### config.mk
export PLATFORM = sky130hd
export DESIGN_NAME = usbi_in_ep_ctrl
export DESIGN_NICKNAME = d
export VERILOG_FILES = /design/src/hdl/usbi_pkg.sv /design/src/hdl/usbi_in_ep_ctrl.sv /design/src/hdl/usbi_pkt_slots.sv
export SDC_FILE = /design/constraint.sdc
export NUM_CORES = 1
export LEC_CHECK = 0
export BUFFER_PORTS_ARGS = -buffer_cell sky130_fd_sc_hd__buf_2
export CORE_MARGIN = 2
export CORE_UTILIZATION = 50
export DETAILED_ROUTE_END_ITERATION = 12
export HOLD_SLACK_MARGIN = 0.15
export PLACE_DENSITY = 0.7
export SYNTH_ARGS = -nofsm -noshare
export SYNTH_HDL_FRONTEND = slang
export SYNTH_SLANG_ARGS = --single-unit
### constraint.sdc
create_clock -name i_clk -period 4.5 [get_ports i_clk]
set_input_delay 0.225 -clock i_clk [delete_from_list [all_inputs] [get_ports i_clk]]
set_output_delay 0.225 -clock i_clk [all_outputs]
set_load 0.05 [all_outputs]
### src/hdl/usbi_pkg.sv
// Constants and types shared by the IN endpoint control block
package usbi_pkg;
  localparam int NUM_EP = 3;
  localparam int EP_W = 2;
  // ****************************************
  // Register addresses
  // ****************************************
  localparam logic [2:0] ADDR_INDEX = 3'h0;
  localparam logic [2:0] ADDR_CTRL_LOW = 3'h1;
  localparam logic [2:0] ADDR_CONFIG = 3'h2;
  localparam logic [2:0] ADDR_INT_STAT = 3'h3;
  localparam logic [2:0] ADDR_INT_MASK = 3'h4;
  // ****************************************
  // Field positions
  // ****************************************
  localparam int BIT_UNUSED_TOP = 7;
  localparam int BIT_TOGGLE_CLEAR = 6;
  localparam int BIT_STALL_SENT = 5;
  localparam int BIT_SEND_STALL = 4;
  localparam int BIT_FLUSH = 3;
  localparam int BIT_UNDERRUN = 2;
  localparam int BIT_FIFO_NE = 1;
  localparam int BIT_IN_PKT_RDY = 0;
  localparam int BIT_DBL_BUF = 7;
  localparam int BIT_ISO = 6;
  // ****************************************
  // Reset values and slot counts
  // ****************************************
  localparam logic [7:0] REG_RESET = 8'h00;
  localparam logic [1:0] SLOTS_SINGLE = 2'h1;
  localparam logic [1:0] SLOTS_DOUBLE = 2'h2;
  localparam logic [1:0] SLOTS_NONE = 2'h0;
  localparam logic [1:0] SLOT_ONE = 2'h1;
  typedef enum logic [1:0] {
    RESP_NAK,
    RESP_DATA,
    RESP_ZLP,
    RESP_STALL
  } usbi_resp_t;
endpackage

### src/hdl/usbi_in_ep_ctrl.sv
// IN endpoint 1-3 low control and status byte with token response logic
// ****************************************
// ****************************************
//
// The implementer's own choices: the strobed register port and the address map.
module usbi_in_ep_ctrl
  import usbi_pkg::*;
(
  input wire logic i_clk,
  input wire logic i_srst,
  input wire logic [2:0] i_addr,
  input wire logic [7:0] i_wdata,
  input wire logic i_wr,
  input wire logic i_rd,
  output logic [7:0] o_rdata,
  input wire logic i_token,
  input wire logic [EP_W-1:0] i_token_ep,
  input wire logic i_ack,
  input wire logic [EP_W-1:0] i_ack_ep,
  output logic o_resp_valid,
  output logic [1:0] o_resp_kind,
  output logic o_resp_toggle,
  output logic [EP_W-1:0] o_resp_ep,
  output logic o_irq
);
  typedef struct packed {
    logic [EP_W-1:0] index;
    logic [NUM_EP-1:0] toggle;
    logic [NUM_EP-1:0] stall_sent;
    logic [NUM_EP-1:0] send_stall;
    logic [NUM_EP-1:0] flush;
    logic [NUM_EP-1:0] underrun;
    logic [NUM_EP-1:0] pkt_rdy;
    logic [NUM_EP-1:0] dbl_buf;
    logic [NUM_EP-1:0] iso;
    logic [NUM_EP-1:0] int_stat;
    logic [NUM_EP-1:0] int_mask;
    logic [7:0] rdata;
    logic resp_valid;
    logic [1:0] resp_kind;
    logic resp_toggle;
    logic [EP_W-1:0] resp_ep;
  } usbi_state_t;

  usbi_state_t q_ff;
  usbi_state_t nxt_q;
  logic [NUM_EP-1:0] push;
  logic [NUM_EP-1:0] pop;
  logic [1:0] count [NUM_EP];

  // Endpoint number 1..3 to slot index, valid flag in top bit
  function automatic logic [EP_W:0] ep_slot(input logic [EP_W-1:0] ep);
    logic [EP_W:0] r;
    r = '0;
    if (ep != '0) begin
      r = {1'b1, EP_W'(ep - EP_W'(1))};
    end
    return r;
  endfunction

  function automatic logic [1:0] cap_of(input logic dbl);
    return dbl ? SLOTS_DOUBLE : SLOTS_SINGLE;
  endfunction

  // ****************************************
  // Packet slot counters
  // ****************************************
  genvar g;
  generate
    for (g = 0; g < NUM_EP; g++) begin : gen_slots
      usbi_pkt_slots #(
        .DEPTH(SLOTS_DOUBLE)
      ) u_slots (
        .i_clk(i_clk),
        .i_srst(i_srst),
        .i_push(push[g]),
        .i_pop(pop[g]),
        .o_count(count[g])
      );
    end
  endgenerate

  // ****************************************
  // Next state
  // ****************************************
  always_comb begin
    logic [EP_W:0] sel;
    logic [EP_W:0] tok;
    logic [EP_W:0] ack;
    logic [1:0] cnt;
    logic [7:0] ctrl;
    logic [NUM_EP-1:0] flush_req;
    nxt_q = q_ff;
    push = '0;
    pop = '0;
    flush_req = '0;
    sel = ep_slot(q_ff.index);
    tok = ep_slot(i_token_ep);
    ack = ep_slot(i_ack_ep);
    cnt = SLOTS_NONE;
    ctrl = REG_RESET;
    nxt_q.resp_valid = 1'b0;
    nxt_q.rdata = REG_RESET;
    // Register read, answer stands one cycle
    if (i_rd) begin
      case (i_addr)
        ADDR_INDEX: nxt_q.rdata = 8'(q_ff.index);
        ADDR_CTRL_LOW: begin
          if (sel[EP_W]) begin
            ctrl[BIT_UNUSED_TOP] = 1'b0;
            ctrl[BIT_TOGGLE_CLEAR] = 1'b0;
            ctrl[BIT_STALL_SENT] = q_ff.stall_sent[sel[EP_W-1:0]];
            ctrl[BIT_SEND_STALL] = q_ff.send_stall[sel[EP_W-1:0]];
            ctrl[BIT_FLUSH] = q_ff.flush[sel[EP_W-1:0]];
            ctrl[BIT_UNDERRUN] = q_ff.underrun[sel[EP_W-1:0]];
            ctrl[BIT_FIFO_NE] = count[sel[EP_W-1:0]] != SLOTS_NONE;
            ctrl[BIT_IN_PKT_RDY] = q_ff.pkt_rdy[sel[EP_W-1:0]];
          end
          nxt_q.rdata = ctrl;
        end
        ADDR_CONFIG: begin
          if (sel[EP_W]) begin
            ctrl[BIT_DBL_BUF] = q_ff.dbl_buf[sel[EP_W-1:0]];
            ctrl[BIT_ISO] = q_ff.iso[sel[EP_W-1:0]];
          end
          nxt_q.rdata = ctrl;
        end
        ADDR_INT_STAT: nxt_q.rdata = 8'(q_ff.int_stat);
        ADDR_INT_MASK: nxt_q.rdata = 8'(q_ff.int_mask);
        default: nxt_q.rdata = REG_RESET;
      endcase
    end
    // Register write
    if (i_wr) begin
      case (i_addr)
        ADDR_INDEX: nxt_q.index = i_wdata[EP_W-1:0];
        ADDR_CTRL_LOW: begin
          if (sel[EP_W]) begin
            if (i_wdata[BIT_TOGGLE_CLEAR]) begin
              nxt_q.toggle[sel[EP_W-1:0]] = 1'b0;
            end
            if (!i_wdata[BIT_STALL_SENT]) begin
              nxt_q.stall_sent[sel[EP_W-1:0]] = 1'b0;
            end
            nxt_q.send_stall[sel[EP_W-1:0]] = i_wdata[BIT_SEND_STALL];
            if (i_wdata[BIT_FLUSH]) begin
              nxt_q.flush[sel[EP_W-1:0]] = 1'b1;
              flush_req[sel[EP_W-1:0]] = 1'b1;
            end
            if (!i_wdata[BIT_UNDERRUN]) begin
              nxt_q.underrun[sel[EP_W-1:0]] = 1'b0;
            end
            cnt = count[sel[EP_W-1:0]];
            if (i_wdata[BIT_IN_PKT_RDY] && !q_ff.pkt_rdy[sel[EP_W-1:0]] &&
                cnt < cap_of(q_ff.dbl_buf[sel[EP_W-1:0]])) begin
              push[sel[EP_W-1:0]] = 1'b1;
              // Keep ready only while the packet holds the last open slot
              nxt_q.pkt_rdy[sel[EP_W-1:0]] =
                (cnt + SLOT_ONE) >= cap_of(q_ff.dbl_buf[sel[EP_W-1:0]]);
            end
          end
        end
        ADDR_CONFIG: begin
          if (sel[EP_W]) begin
            nxt_q.dbl_buf[sel[EP_W-1:0]] = i_wdata[BIT_DBL_BUF];
            nxt_q.iso[sel[EP_W-1:0]] = i_wdata[BIT_ISO];
          end
        end
        ADDR_INT_STAT: nxt_q.int_stat = q_ff.int_stat & ~i_wdata[NUM_EP-1:0];
        ADDR_INT_MASK: nxt_q.int_mask = i_wdata[NUM_EP-1:0];
        default: ;
      endcase
    end
    // Pending flushes, one packet per request
    for (int e = 0; e < NUM_EP; e++) begin
      if (q_ff.flush[e]) begin
        // Back to back request stays queued for the next packet
        nxt_q.flush[e] = flush_req[e];
        nxt_q.pkt_rdy[e] = 1'b0;
        if (count[e] != SLOTS_NONE) begin
          pop[e] = 1'b1;
          nxt_q.int_stat[e] = 1'b1;
        end
      end
    end
    // IN token answer
    if (i_token && tok[EP_W]) begin
      nxt_q.resp_valid = 1'b1;
      nxt_q.resp_ep = i_token_ep;
      nxt_q.resp_toggle = q_ff.toggle[tok[EP_W-1:0]];
      if (q_ff.send_stall[tok[EP_W-1:0]]) begin
        nxt_q.resp_kind = RESP_STALL;
        nxt_q.stall_sent[tok[EP_W-1:0]] = 1'b1;
        nxt_q.pkt_rdy[tok[EP_W-1:0]] = 1'b0;
        nxt_q.int_stat[tok[EP_W-1:0]] = 1'b1;
      end else if (count[tok[EP_W-1:0]] != SLOTS_NONE) begin
        nxt_q.resp_kind = RESP_DATA;
        pop[tok[EP_W-1:0]] = 1'b1;
        nxt_q.pkt_rdy[tok[EP_W-1:0]] = 1'b0;
        if (q_ff.iso[tok[EP_W-1:0]]) begin
          nxt_q.int_stat[tok[EP_W-1:0]] = 1'b1;
        end
      end else if (q_ff.iso[tok[EP_W-1:0]]) begin
        nxt_q.resp_kind = RESP_ZLP;
        nxt_q.underrun[tok[EP_W-1:0]] = 1'b1;
      end else begin
        nxt_q.resp_kind = RESP_NAK;
      end
    end
    // Host ACK completes a bulk or interrupt transfer
    if (i_ack && ack[EP_W] && !q_ff.iso[ack[EP_W-1:0]]) begin
      nxt_q.toggle[ack[EP_W-1:0]] = ~q_ff.toggle[ack[EP_W-1:0]];
      nxt_q.int_stat[ack[EP_W-1:0]] = 1'b1;
    end
  end

  // ****************************************
  // State register
  // ****************************************
  always_ff @(posedge i_clk) begin
    if (i_srst) begin
      q_ff <= '0;
    end else begin
      q_ff <= nxt_q;
    end
  end

  assign o_rdata = q_ff.rdata;
  assign o_resp_valid = q_ff.resp_valid;
  assign o_resp_kind = q_ff.resp_kind;
  assign o_resp_toggle = q_ff.resp_toggle;
  assign o_resp_ep = q_ff.resp_ep;
  assign o_irq = |(q_ff.int_stat & q_ff.int_mask);
endmodule

### src/hdl/usbi_pkt_slots.sv
// Packet slot counter for one IN endpoint FIFO
module usbi_pkt_slots
  import usbi_pkg::*;
#(
  parameter logic [1:0] DEPTH = SLOTS_DOUBLE
) (
  input wire logic i_clk,
  input wire logic i_srst,
  input wire logic i_push,
  input wire logic i_pop,
  output logic [1:0] o_count
);
  typedef struct packed {
    logic [1:0] count;
  } usbi_slot_state_t;

  usbi_slot_state_t q_ff;
  usbi_slot_state_t nxt_q;

  always_comb begin
    nxt_q = q_ff;
    if (i_push && !i_pop && q_ff.count < DEPTH) begin
      nxt_q.count = q_ff.count + SLOT_ONE;
    end else if (i_pop && !i_push && q_ff.count != SLOTS_NONE) begin
      nxt_q.count = q_ff.count - SLOT_ONE;
    end else if (i_pop && i_push && q_ff.count == SLOTS_NONE) begin
      nxt_q.count = SLOT_ONE;
    end
  end

  always_ff @(posedge i_clk) begin
    if (i_srst) begin
      q_ff <= '0;
    end else begin
      q_ff <= nxt_q;
    end
  end

  assign o_count = q_ff.count;
endmodule

======== Word-level counts from Yosys, hierarchy flattened ========
Cells that the tools add are included.
cells by class
  add/subtract/negate cells ............... 10
  $lt $le $gt $ge ......................... 13
  equal/unequal tests ..................... 4
  multiplexer cells ....................... 116
  bitwise logic cells ..................... 19
  reductions and logical operators ........ 70
operators with widths
  kind                                                         count
  two-way mux 3 bit                                            34
  one-hot mux 8 bit (5 select lines)                           1
  nonzero test 2 bit                                           20
  two-way mux 18 bit                                           2
  two-way mux 2 bit                                            18
  two-way mux 1 bit                                            33
  two-way mux 30 bit                                           1
  two-way mux 6 bit                                            5
  logical AND 1 bit                                            26
  binary-select mux 1 bit (select 2 bit)                       12
  AND 3 bit                                                    6
  OR 3 bit                                                     6
  bitwise mux 3 bit                                            5
  AND reduction 4 bit                                          3
  subtractor 2 x 1 -> 2 bit (second input constant)            6
  less-than comparator 2 x 3 -> 1 bit (second input constant)  3
  NOT 3 bit                                                    3
  nonzero test 3 bit                                           3
  adder 2 x 1 -> 2 bit (second input constant)                 4
  binary-select mux 2 bit (select 2 bit)                       2
  logical NOT 1 bit                                            8
  demux 1 bit (select 2 bit)                                   3
  equality test 3 x 2 -> 1 bit (second input constant)         2
  >= comparator 2 x 1 -> 1 bit (second input constant)         3
  14 further kinds                                             23
word-level totals
  flip-flop bits (word level) ............. 52
  output and inout port bits .............. 15
  word-level logic and storage cells ...... 253

======== Logic depth before layout (Yosys ltp) ========
Gate-level depths: netlist of run 1.
  depth after elaboration ................. 22
  gate-level depth with buffers ........... 10
  depth with buffers taken out ............ 9

======== By module ========
From an unflattened synthesis of run 1, not the netlist that was laid out.
unflattened totals
  cell total of the unflattened synthesis .. 368
  area, all modules ....................... 3029.2 um^2
by module, submodules not included
  module           times used  cells each  area an instance (um^2)
  usbi_in_ep_ctrl  1           311         2582.5
  usbi_pkt_slots   3           19          148.9

======== Worst setup path before layout of run 1 ========
No wires, ideal clock.
  kind .................................... register -> register
  start ................................... register q_ff[45] in the netlist's numbering
  end ..................................... register gen_slots[2].u_slots.q_ff (netlist bit gen_slots[2].u_slots.o_count[0])
  library setup time ...................... 0.095 ns
  arrival time ............................ 2.620 ns
  data required time ...................... 4.405 ns
  path slack .............................. 1.785 ns
  stages on the path, launching flop included .. 10
  clock period less this slack ............ 2.715 ns
  cells stage by stage .................... dfxtp_1 buf_4 clkbuf_1 buf_1 a21oi_1 ha_1 a211o_1 nor3_4 mux2_2 o311ai_1
between the ends
  cells in the longest elaborated chain, start to end .. 17
RTL lines
  element                                                                 line                                          text
  start, declared                                                         usbi_in_ep_ctrl.sv:45                         usbi_state_t q_ff;
  start signal, assigned                                                  usbi_in_ep_ctrl.sv:224                        q_ff <= nxt_q;
  subtractor 2 x 1 -> 2 bit / nonzero test 2 bit (equally long branches)  usbi_in_ep_ctrl.sv:56, usbi_in_ep_ctrl.sv:55
  two-way mux 3 bit (*)                                                   usbi_in_ep_ctrl.sv:55                         if (ep != '0) begin
  NOT 2 -> 3 bit (implied by the code)                                    usbi_in_ep_ctrl.sv:153                        cnt = count[sel[EP_W-1:0]];
  binary-select mux 2 bit (select 2 bit)                                  usbi_in_ep_ctrl.sv:153
  two-way mux 2 bit (implied by the code) (2 in a row)                    usbi_in_ep_ctrl.sv:153
  less-than comparator 2 bit                                              usbi_in_ep_ctrl.sv:155                        cnt < cap_of(q_ff.dbl_buf[sel[EP_W-1:0]])) begin
  logical AND 1 bit                                                       usbi_in_ep_ctrl.sv:154                        if (i_wdata[BIT_IN_PKT_RDY] && !q_ff.pkt_rdy[sel[EP_W-1:0]] &&
  two-way mux 3 bit                                                       usbi_in_ep_ctrl.sv:154
  two-way mux 3 bit (*)                                                   usbi_in_ep_ctrl.sv:138                        if (sel[EP_W]) begin
  two-way mux 3 bit (*)                                                   usbi_in_ep_ctrl.sv:135                        case (i_addr)
  two-way mux 3 bit (*)                                                   usbi_in_ep_ctrl.sv:134                        if (i_wr) begin
  logical NOT 1 bit                                                       usbi_pkt_slots.sv:24                          end else if (i_pop && !i_push && q_ff.count != SLOTS_NONE) begin
  logical AND 1 bit (2 in a row)                                          usbi_pkt_slots.sv:24
  two-way mux 2 bit                                                       usbi_pkt_slots.sv:24
  two-way mux 2 bit                                                       usbi_pkt_slots.sv:22                          if (i_push && !i_pop && q_ff.count < DEPTH) begin
  end signal, assigned                                                    usbi_pkt_slots.sv:35                          q_ff <= nxt_q;
  end, declared                                                           usbi_pkt_slots.sv:17                          usbi_slot_state_t q_ff;
Every way passes the cells marked *; elsewhere a longest branch is shown, timed or not. The select of a mux whose other input is x is not followed.
A chain may end at the register's enable or synchronous reset.

======== Worst setup path in the final report of run 1 ========
Ends and elaborated chain as after synthesis.

==> results of run 1 <==
## metrics by stage
stage	setup WS [ps]	hold slack [ps]	util	total power, µW	instance area (µm²)
global route	1180	175	0.538	948	3360
finish	1390	171	0.538	910	3360
detailed placement	1440	455	0.523	639	3260
CTS	1420	171	0.538	912	3360
global placement	1600	443	0.523	637	3260
floorplan	1780	361	-	602	3170
## worst min-delay path by stage
stage                                     start                     endpoint  slack [ps]  depth (start not counted)
floorplan                            i_wdata[4]                         flop         360                          2
global placement    o_resp_kind[1]$_SDFFE_PP0P_  o_resp_kind[1]$_SDFFE_PP0P_         440                          2
detailed placement        q_ff[33]$_SDFFE_PP0P_          q_ff[27]$_SDFF_PP0_         460                          1
CTS                                  i_wdata[4]                         flop         170                          3
global route                         i_wdata[4]                         flop         180                          3
finish                               i_wdata[7]                         flop         170                          3
## metal layers
metal	up-vias	global-route usage	routed length, µm
li1	1391	-	-
met1	1336	0.307	3740
met2	106	0.364	3580
met3	12	0.0435	426
met4	0	0.0645	131
met5	-	0	0
## area by class of cell
class | count | area share
Timing Repair Buffer | 36 | 0.0544
Clock inverter | 3 | 0.00708
Inverter | 18 | 0.0201
Clock buffer | 5 | 0.0205
Tap cell | 77 | 0.0287
Sequential cell | 52 | 0.310
Multi-Input combinational cell | 276 | 0.559
## power by group through the flow
stage          logic (µW)  clock network [µW]  registers (µW)
2_1_floorplan         113                   0             489
3_3_place_gp          147                   0             490
5_1_grt               166                 302             481
3_5_place_dp          149                   0             490
4_1_cts               150                 283             479
6_report              152                 279             479
## critical path, cell delays in order, from the launching register on
cell and delay, ps:
dfxtp_1 910, o21ai_0 410, ha_1 480, a211o_1 380
nor3_4 220, mux2_2 360, o311ai_1 250
## cells in the mapped netlist (all sizes together) (2+ instances only)
master	instances	area (µm²)
a2111oi	6	104
a211o	3	26.3
a211oi	9	67.6
a21boi	2	18.8
a21o	3	22.5
a21oi	33	169
a221o	2	20.0
a22oi	2	15.0
a311oi	2	17.5
a31oi	6	37.5
and2	2	15.0
and3	3	18.8
and3b	2	17.5
and4	2	17.5
and4bb	2	28.8
buf	23	150
clkbuf	9	33.8
dfxtp	52	1040
ha	8	100
inv	17	63.8
mux2	3	33.8
mux2i	21	210
nand2	38	145
nand2b	3	18.8
nand3	13	82.6
nand3b	5	50.1
nand4	5	31.3
nor2	35	131
nor2b	6	45.0
nor3	10	77.6
nor3b	2	15.0
nor4	2	12.5
o2111ai	2	17.5
o211ai	4	30.0
o21ai	21	105
o311ai	2	17.5
or2	2	12.5
or3	2	12.5
## logic make-up (layout without fill, tap and decap cells)
logic type | count (synthesis) | after routing | share of synthesized area
adders and majority gates | 8 | 8 | 0.0316
AOI/OAI and AO/OA | 106 | 106 | 0.241
DFF | 52 | 52 | 0.329
and+or+nand+nor | 137 | 137 | 0.240
xor gates and xnor gates | 1 | 1 | 0.00277
muxes | 24 | 24 | 0.0770
buffers and inverters | 50 | 62 | 0.0794
==> results.sh, run 1 <==
export IMPL_status="completed"
export IMPL_instances_no_fill=467
export IMPL_cts_sinks=52
export IMPL_cts_resized=0
export IMPL_slew_viol_final=0
export IMPL_crit_start="q_ff[45]$_SDFFE_PP0P_"
export IMPL_ys_seq_area_frac=0.329
export IMPL_synthFlopType="dfxtp_1"
export IMPL_clockBufferDepth=2
export IMPL_worstHoldPathType="input port to flop"
export IMPL_fmaxAchievable_mhz=322
export IMPL_crit_arrival_ps=3330
export IMPL_start_kind="flop"
export IMPL_sw_frac_of_total=0.307
export IMPL_gr_total_overflow=0
export IMPL_ios=36
export IMPL_rows=29
export IMPL_multi_input_area_mm2=0.00188
export IMPL_path_clk_slew_ps=100
export IMPL_r2r_cells=6
export IMPL_drive_gt1_frac=0.177
export IMPL_dp_hpwl_mm=5.86
export IMPL_crit_fanout=27
export IMPL_syn_nets=407
export IMPL_seqCellArea_mm2=0.00104
export IMPL_htreeDepth=2
export IMPL_ir_drop_uv=151
export IMPL_comb_power_share=0.167
export IMPL_cts_made_buffers=5
export IMPL_dieArea_mm2=0.00699
export IMPL_r2r_end="gen_slots[2].u_slots.o_count[0]$_SDFFE_PP0P_"
export IMPL_cts_setup_buffers=0
export IMPL_reg2reg_from="q_ff[45]$_SDFFE_PP0P_"
export IMPL_drc=0
export IMPL_grt_setup_unrepaired="false"
export IMPL_ys_seq_elements=52
export IMPL_async_flop_share=0
export IMPL_tightest_slew_ps=919
export IMPL_finalSetupTns_ps=0
export IMPL_routabilityCongestion=0.879
export IMPL_cts_root_buf="clkbuf_8"
export IMPL_grt_pass1_vias=2661
export IMPL_crit_path_end="gen_slots[2].u_slots.o_count[0]$_SDFFE_PP0P_"
export IMPL_ys_warn_count=0
export IMPL_synth_edff_count=0
export IMPL_worst_setup_path_end_kind="flop"
export IMPL_worstSetupPathType="flop to flop"
export IMPL_relSlewSlack=0.388
export IMPL_rrSetupSlack_ps=1390
export IMPL_setup_viol=0
export IMPL_mostFrequentLayoutCells="dfxtp_1, nand2_1, nor2_1, buf_2, a21oi_1"
export IMPL_drv_cap=0
export IMPL_synthCells=378
export IMPL_die_w_um=83.6
export IMPL_power_density_mw_per_mm2=271
export IMPL_routed_wirelength_mm=7.87
export IMPL_dr_pass1_iters=4
export IMPL_first_iter_violations=201
export IMPL_coreArea_mm2=0.00624
export IMPL_cts_tree="done"
export IMPL_grt_pass1_wl_mm=12.9
export IMPL_finClkSkew_ps=5.86
export IMPL_grt_start_max_net_pins=47
export IMPL_avgSynthCellArea_um2=8.38
export IMPL_leakagePower_uw=0.00120
export IMPL_synth_distinct_cells=70
export IMPL_pwr_share_clk=0.307
export IMPL_die_y_um=83.6
export IMPL_wl_per_cell_um=16.9
export IMPL_vias_per_cell=6.09
export IMPL_areaGrowthSynthToFinish_pct=5.92
export IMPL_initial_utilization=0.508
export IMPL_p_seq_frac=0.527
export IMPL_syn_cell_area_mm2=0.00317
export IMPL_track_usage=0.225
export IMPL_post_route_period_util=0.691
export IMPL_timing_hold_violations_final=0
export IMPL_fillers=598
export IMPL_hold_buffers=0
export IMPL_port_buffers=35
export IMPL_nNetsFinal=418
export IMPL_num_antenna_cells=0
export IMPL_placed_cells=459
export IMPL_final_common_cell="dfxtp_1"
export IMPL_final_antenna_net_count=0
export IMPL_internal_power_uw=630
export IMPL_antenna_found_initial=0
export IMPL_p_sw_uw=280
export IMPL_required_ps=4720
export IMPL_vias=2845
export IMPL_fin_crit_ps=3110
export IMPL_clk_latency_ps=310
(Power assumes the default switching activity.)
==> run 2: changes to the inputs <==
--- a/config.mk
+++ b/config.mk
@@ -10,7 +10,7 @@
 export CORE_UTILIZATION = 50
 export DETAILED_ROUTE_END_ITERATION = 12
 export HOLD_SLACK_MARGIN = 0.15
-export PLACE_DENSITY = 0.7
+export PLACE_DENSITY = 0.73
 export SYNTH_ARGS = -nofsm -noshare
 export SYNTH_HDL_FRONTEND = slang
 export SYNTH_SLANG_ARGS = --single-unit
==> constraint.sdc (replaced) <==
create_clock -name i_clk -period 2.6 [get_ports i_clk]
set_input_delay 0.13 -clock i_clk [delete_from_list [all_inputs] [get_ports i_clk]]
set_output_delay 0.13 -clock i_clk [all_outputs]
set_load 0.05 [all_outputs]
==> run 2 against run 1 <==
Worst setup slack worse by 1300 ps. Maximum frequency increased by 23%. Sequential power rose by 72%. Flip-flop and latch count stayed put. First-iteration DRC count fell by 18%. Non-clock buffer count is 15 higher. Register-to-register slack lost 1300 ps. Critical path type unchanged. Highest routed layer unchanged.
==> results.sh, run 2 (same netlist as run 1, synthesis figures left out) <==
export IMPL_grt_start_max_net_pins=31
export IMPL_vias_per_cell=6.15
export IMPL_track_usage=0.233
export IMPL_coreArea_mm2=0.00624
export IMPL_rows=29
export IMPL_p_seq_frac=0.515
export IMPL_status="completed"
export IMPL_mostFrequentLayoutCells="dfxtp_1, nand2_1, nor2_1, buf_2, a21oi_1"
export IMPL_fin_crit_ps=2530
export IMPL_first_iter_violations=164
export IMPL_drv_cap=0
export IMPL_cts_sinks=52
export IMPL_die_w_um=83.6
export IMPL_slew_viol_final=0
export IMPL_dr_pass1_iters=6
export IMPL_p_sw_uw=462
export IMPL_gr_total_overflow=0
export IMPL_dp_hpwl_mm=6.04
export IMPL_finalSetupTns_ps=0
export IMPL_min_path_cells=3
export IMPL_sw_frac_of_total=0.289
export IMPL_setup_viol=0
export IMPL_grt_setup_unrepaired="true"
export IMPL_wl_per_cell_um=16.7
export IMPL_r2r_cells=9
export IMPL_leakagePower_uw=0.00127
export IMPL_grt_pass1_vias=2850
export IMPL_internal_power_uw=1140
export IMPL_start_kind="flop"
export IMPL_worstHoldPathType="input port to flop"
export IMPL_areaGrowthSynthToFinish_pct=10.5
export IMPL_routed_wirelength_mm=8.04
export IMPL_die_y_um=83.6
export IMPL_num_antenna_cells=0
export IMPL_finClkSkew_ps=5.85
export IMPL_drive_gt1_frac=0.193
export IMPL_fmaxAchievable_mhz=396
export IMPL_cts_made_buffers=5
export IMPL_htreeDepth=2
export IMPL_initial_utilization=0.508
export IMPL_crit_fanout=3
export IMPL_final_util=0.561
export IMPL_grt_pass1_wl_mm=13.3
export IMPL_vias=2965
export IMPL_ir_drop_uv=300
export IMPL_crit_arrival_ps=2710
export IMPL_port_buffers=35
export IMPL_timing_hold_violations_final=0
export IMPL_power_density_mw_per_mm2=457
export IMPL_clk_latency_ps=300
export IMPL_required_ps=2790
export IMPL_tightest_slew_ps=602
export IMPL_antenna_found_initial=0
export IMPL_routabilityCongestion=0.928
export IMPL_dieArea_mm2=0.00699
export IMPL_final_antenna_net_count=0
export IMPL_final_common_cell="dfxtp_1"
export IMPL_clockBufferDepth=2
export IMPL_nNetsFinal=433
export IMPL_path_clk_slew_ps=90
export IMPL_ios=36
export IMPL_cts_root_buf="clkbuf_8"
export IMPL_relSlewSlack=0.598
export IMPL_pwr_share_clk=0.300
export IMPL_post_route_period_util=0.972
export IMPL_worst_setup_path_end_kind="flop"
export IMPL_comb_power_share=0.185
export IMPL_drc=0
export IMPL_cts_tree="done"
export IMPL_worstSetupPathType="flop to flop"
==> run 2: cell types whose count changed in the layout (fill, tap and decap cells not counted) <==
cell	change
buf_4	+7
clkbuf_1	+2
clkinvlp_4	-2
ha_2	+1
a211o_1	-1
clkbuf_8	+1
dfxtp_2	+1
a211o_2	+1
buf_12	+1
dlygate4sd3_1	+7
dfxtp_1	-1
clkinv_4	-1
ha_1	-1
==> run 2: final cells by class <==
class	instances	area (µm²)
fill	554	2740
tap	77	96.3
sequential	52	1040
clock buffer	8	90.1
multi-input combinational	276	1880
timing repair buffer	51	325
inverter	18	67.6
==> run 2: worst paths after layout <==
| check | slack (ps) | end | from |
|---|---|---|---|
| setup / recovery | 70 | gen_slots[0].u_slots.o_count[0]$_SDFFE_PP0P_ | q_ff[44]$_SDFFE_PP0P_ |
| hold / removal | 160 | q_ff[16]$_SDFFE_PP0P_ | i_wdata[2] |
| setup reg to reg | 70 | gen_slots[0].u_slots.o_count[0]$_SDFFE_PP0P_ | q_ff[44]$_SDFFE_PP0P_ |
| hold reg to reg | 460 | o_resp_ep[0]$_SDFFE_PP0P_ | o_resp_ep[0]$_SDFFE_PP0P_ |
==> run 2: power groups by stage <==
stage               clock network, µW  logic (µW)  registers, µW
CTS                               484         281            824
global placement                    0         268            842
finish                            481         295            824
detailed placement                  0         272            842
global route                      516         324            827
floorplan                           0         196            847
==> run 2: what timing repair did <==
item / CTS / global route
hold buffers: 7 / 0
gates resized for setup: 0 / 3
hold endpoints to repair: 16 / 0
setup buffers: 0 / 3
endpoints found under the setup margin: 0 / 2
==> run 2: metal layers <==
layer / part of all wire / up-vias / track usage
met1: 0.44 / 1402 / 0.310
met5: 0 / - / 0
met2: 0.46 / 116 / 0.359
met4: 0.035 / 0 / 0.116
met3: 0.065 / 24 / 0.0485
li1: - / 1423 / -
==> run 2: worst max-delay path, stage by stage, from the launching register on <==
cell	delay, ps
dfxtp_2	380
mux2i_1	200
nand2_1	70
o21ai_0	180
ha_2	380
buf_4	150
a2111oi_1	560
a211oi_1	170
o211ai_1	220
o211ai_1	120
==> run 2: per-stage QoR <==
step | hold slack, ps | worst slack, ps | instances | area (µm²) | power, µW
final | 161 | 71.7 | 482 | 3500 | 1600
after detailed placement | 396 | 36.3 | 464 | 3310 | 1110
after CTS | 164 | 7.88 | 479 | 3470 | 1590
after floorplan | 266 | 11.4 | 378 | 3170 | 1040
after global routing | 186 | -42.4 | 482 | 3500 | 1670
after global placement | 389 | 125 | 464 | 3310 | 1110
==> run 3: changes to the inputs <==
--- a/config.mk
+++ b/config.mk
@@ -5,6 +5,7 @@
 export SDC_FILE = /design/constraint.sdc
 export NUM_CORES = 1
 export LEC_CHECK = 0
+export ABC_AREA = 1
 export BUFFER_PORTS_ARGS = -buffer_cell sky130_fd_sc_hd__buf_2
 export CORE_MARGIN = 2
 export CORE_UTILIZATION = 50
==> run 3 against run 2 <==
Die area down 5.4%. Sequential power up 3.5%. Worst setup slack better by 140 ps. Clock-buffer cell count shrank 2. Flip-flop and latch count is the same. Worst hold slack better by 4.6 ps. Combinational power rose by 17%. Area after synthesis fell by 5.6%. Largest cell class unchanged. Highest routed layer unchanged.
==> results.sh, run 3 <==
export IMPL_placed_cells=519
export IMPL_slew_viol_final=0
export IMPL_hp_start="i_addr[2]"
export IMPL_vias_per_cell=5.42
export IMPL_synth_edff_count=0
export IMPL_syn_nets=455
export IMPL_track_usage=0.254
export IMPL_synthFlopType="dfxtp_1"
export IMPL_relSlewSlack=0.666
export IMPL_rrSetupSlack_ps=210
export IMPL_cts_tree="done"
export IMPL_mostFrequentLayoutCells="nand2_1, inv_1, dfxtp_1"
export IMPL_ios=36
export IMPL_leakagePower_uw=0.00148
export IMPL_clk_latency_ps=310
export IMPL_crit_arrival_ps=2590
export IMPL_final_antenna_net_count=0
export IMPL_cpPeakStageDelay_ps=490
export IMPL_vias=2912
export IMPL_first_iter_violations=258
export IMPL_grt_pass1_wl_mm=12.8
export IMPL_cp_top_family="simple AND/OR/NAND/NOR gates"
export IMPL_crit_top_cell="nand2_1"
export IMPL_path_clk_slew_ps=100
export IMPL_grt_start_max_net_pins=24
export IMPL_r2r_cells=15
export IMPL_tightest_slew_ps=500
export IMPL_start_kind="flop"
export IMPL_antenna_found_initial=0
export IMPL_worst_path_max_delay_cell="dfxtp_1"
export IMPL_initial_utilization=0.511
export IMPL_power_density_mw_per_mm2=499
export IMPL_fmaxAchievable_mhz=419
export IMPL_num_antenna_cells=0
export IMPL_use_met1=0.340
export IMPL_dp_hpwl_mm=5.97
export IMPL_dp_slack_ps=111
export IMPL_wl_per_cell_um=14.4
export IMPL_die_w_um=81.3
export IMPL_syn_cell_area_mm2=0.00299
export IMPL_drc=0
export IMPL_crit_start="q_ff[45]$_SDFFE_PP0P_"
export IMPL_fin_crit_ps=2390
export IMPL_dr_pass1_iters=5
export IMPL_worst_setup_path_end_kind="flop"
export IMPL_synthCells=426
export IMPL_instances_no_fill=537
export IMPL_grt_pass1_vias=2769
export IMPL_worst_path_stages=15
export IMPL_dieArea_mm2=0.00661
export IMPL_top_usage_layer="met2"
export IMPL_areaGrowthSynthToFinish_pct=11.7
export IMPL_cts_made_buffers=5
export IMPL_die_y_um=81.3
export IMPL_synth_area_leaders="dfxtp_1, nand2_1, inv_1"
export IMPL_avgSynthCellArea_um2=7.02
export IMPL_final_common_cell="nand2_1"
export IMPL_required_ps=2810
export IMPL_grt_setup_unrepaired="false"
export IMPL_yosysTopAreaCellShare=0.348
export IMPL_routabilityCongestion=0.925
export IMPL_gr_total_overflow=0
export IMPL_finalHoldWorstSlack_ps=165
export IMPL_port_buffers=35
export IMPL_drive_gt1_frac=0.186
export IMPL_power_total_uw=1670
export IMPL_worstHoldPathType="input port to flop"
export IMPL_ys_warn_count=0
export IMPL_synthTopCellsByCount="nand2_1, inv_1, dfxtp_1"
export IMPL_ir_drop_uv=359
export IMPL_crit_fanout=9
export IMPL_ys_seq_area_frac=0.348
export IMPL_setup_viol=0
export IMPL_use_met3=0.0300
export IMPL_cts_setup_buffers=0
export IMPL_rows=28
export IMPL_worstSetupPathType="flop to flop"
export IMPL_path_cells="inv_4, nor2_8, nand2_1, nand2_1, a21oi_2, ha_1, inv_1, o21ai_1, nor2_8, a21oi_1, nand2_2, nand2_1, nand2_1, nand2_1, nor2_1"
export IMPL_cts_root_buf="clkbuf_8"
export IMPL_timing_hold_violations_final=0
export IMPL_status="completed"
export IMPL_finalSetupTns_ps=0
export IMPL_yosys_area_top_type="dfxtp_1"
export IMPL_finClkSkew_ps=11.5
export IMPL_min_path_cells=4
export IMPL_synth_distinct_cells=36
export IMPL_ys_seq_elements=52
export IMPL_htreeDepth=2
export IMPL_coreArea_mm2=0.00585
export IMPL_async_flop_share=0
export IMPL_globalRouteMet2Util=0.425
export IMPL_routed_wirelength_mm=7.76
export IMPL_crit_buf_inv=2
export IMPL_setup_slack_ps=213
export IMPL_post_route_period_util=0.918
export IMPL_reg2reg_from="q_ff[45]$_SDFFE_PP0P_"
export IMPL_cts_sinks=52
export IMPL_clockBufferDepth=2
export IMPL_synth_most_common_cell="nand2_1"
export IMPL_drv_cap=0
export IMPL_nNetsFinal=490
[run 3: kinds of logic (layout without fill, tap and decap cells)]
kind of cell               Yosys count  in the layout  synth area share
DFF                                 52             52             0.348
AOI/OAI and AO/OA                   89             89             0.167
buffers and inverters               85            121             0.130
adders and majority gates            8              8            0.0335
and+or+nand+nor                    192            192             0.321
[run 3: path summary, 6_finish.rpt]
| check | to |
|---|---|
| max | gen_slots[0].u_slots.o_count[0]$_SDFFE_PP0P_ |
| min | o_rdata[6]$_SDFF_PP0_ |
| max reg2reg | gen_slots[0].u_slots.o_count[0]$_SDFFE_PP0P_ |
| min reg2reg | o_resp_ep[0]$_SDFFE_PP0P_ |
[run 3: cell type report]
cell class	count	area, µm²
Fill cell	541	2510
Multi-Input combinational cell	289	1570
Clock buffer	6	72.6
Clock inverter	2	16.3
Sequential cell	52	1040
Tap cell	75	93.8
Timing Repair Buffer	48	298
Inverter	65	246
[run 3: power by group]
group | internal, µW | total, µW | leakage, µW | switching, µW
sequential | 824 | 853 | 0.000422 | 29.0
combinational | 120 | 345 | 0.00102 | 224
clock | 192 | 470 | 0.0000414 | 278
[run 3: worst register-to-register path: stages, from the launching register on]
cell and delay (ps):
dfxtp_1 490, inv_4 130, nor2_8 170, nand2_1 70
nand2_1 100, a21oi_2 80, ha_1 290, inv_1 30
o21ai_1 310, nor2_8 110, a21oi_1 180, nand2_2 100
nand2_1 80, nand2_1 50, nand2_1 50, nor2_1 40
[run 3: routing by layer]
metal  wire [µm]  vias up
met5           0        -
met4         145        0
met3         524       14
met2        3490      124
met1        3600     1309
li1            -     1465
[run 3: timing repair]
| action | CTS | global route |
|---|---|---|
| hold buffers | 10 | 0 |
| hold endpoints to repair | 18 | 0 |
| resized for setup | 0 | 3 |
| setup endpoints to repair | 0 | 9 |
[run 3: through the flow]
| stage | area (µm²) | utilization |
|---|---|---|
| 2_1_floorplan | 2990 | - |
| 3_3_place_gp | 3140 | 0.537 |
| 3_5_place_dp | 3140 | 0.537 |
| 4_1_cts | 3330 | 0.569 |
| 5_1_grt | 3340 | 0.571 |
| 6_report | 3340 | 0.571 |
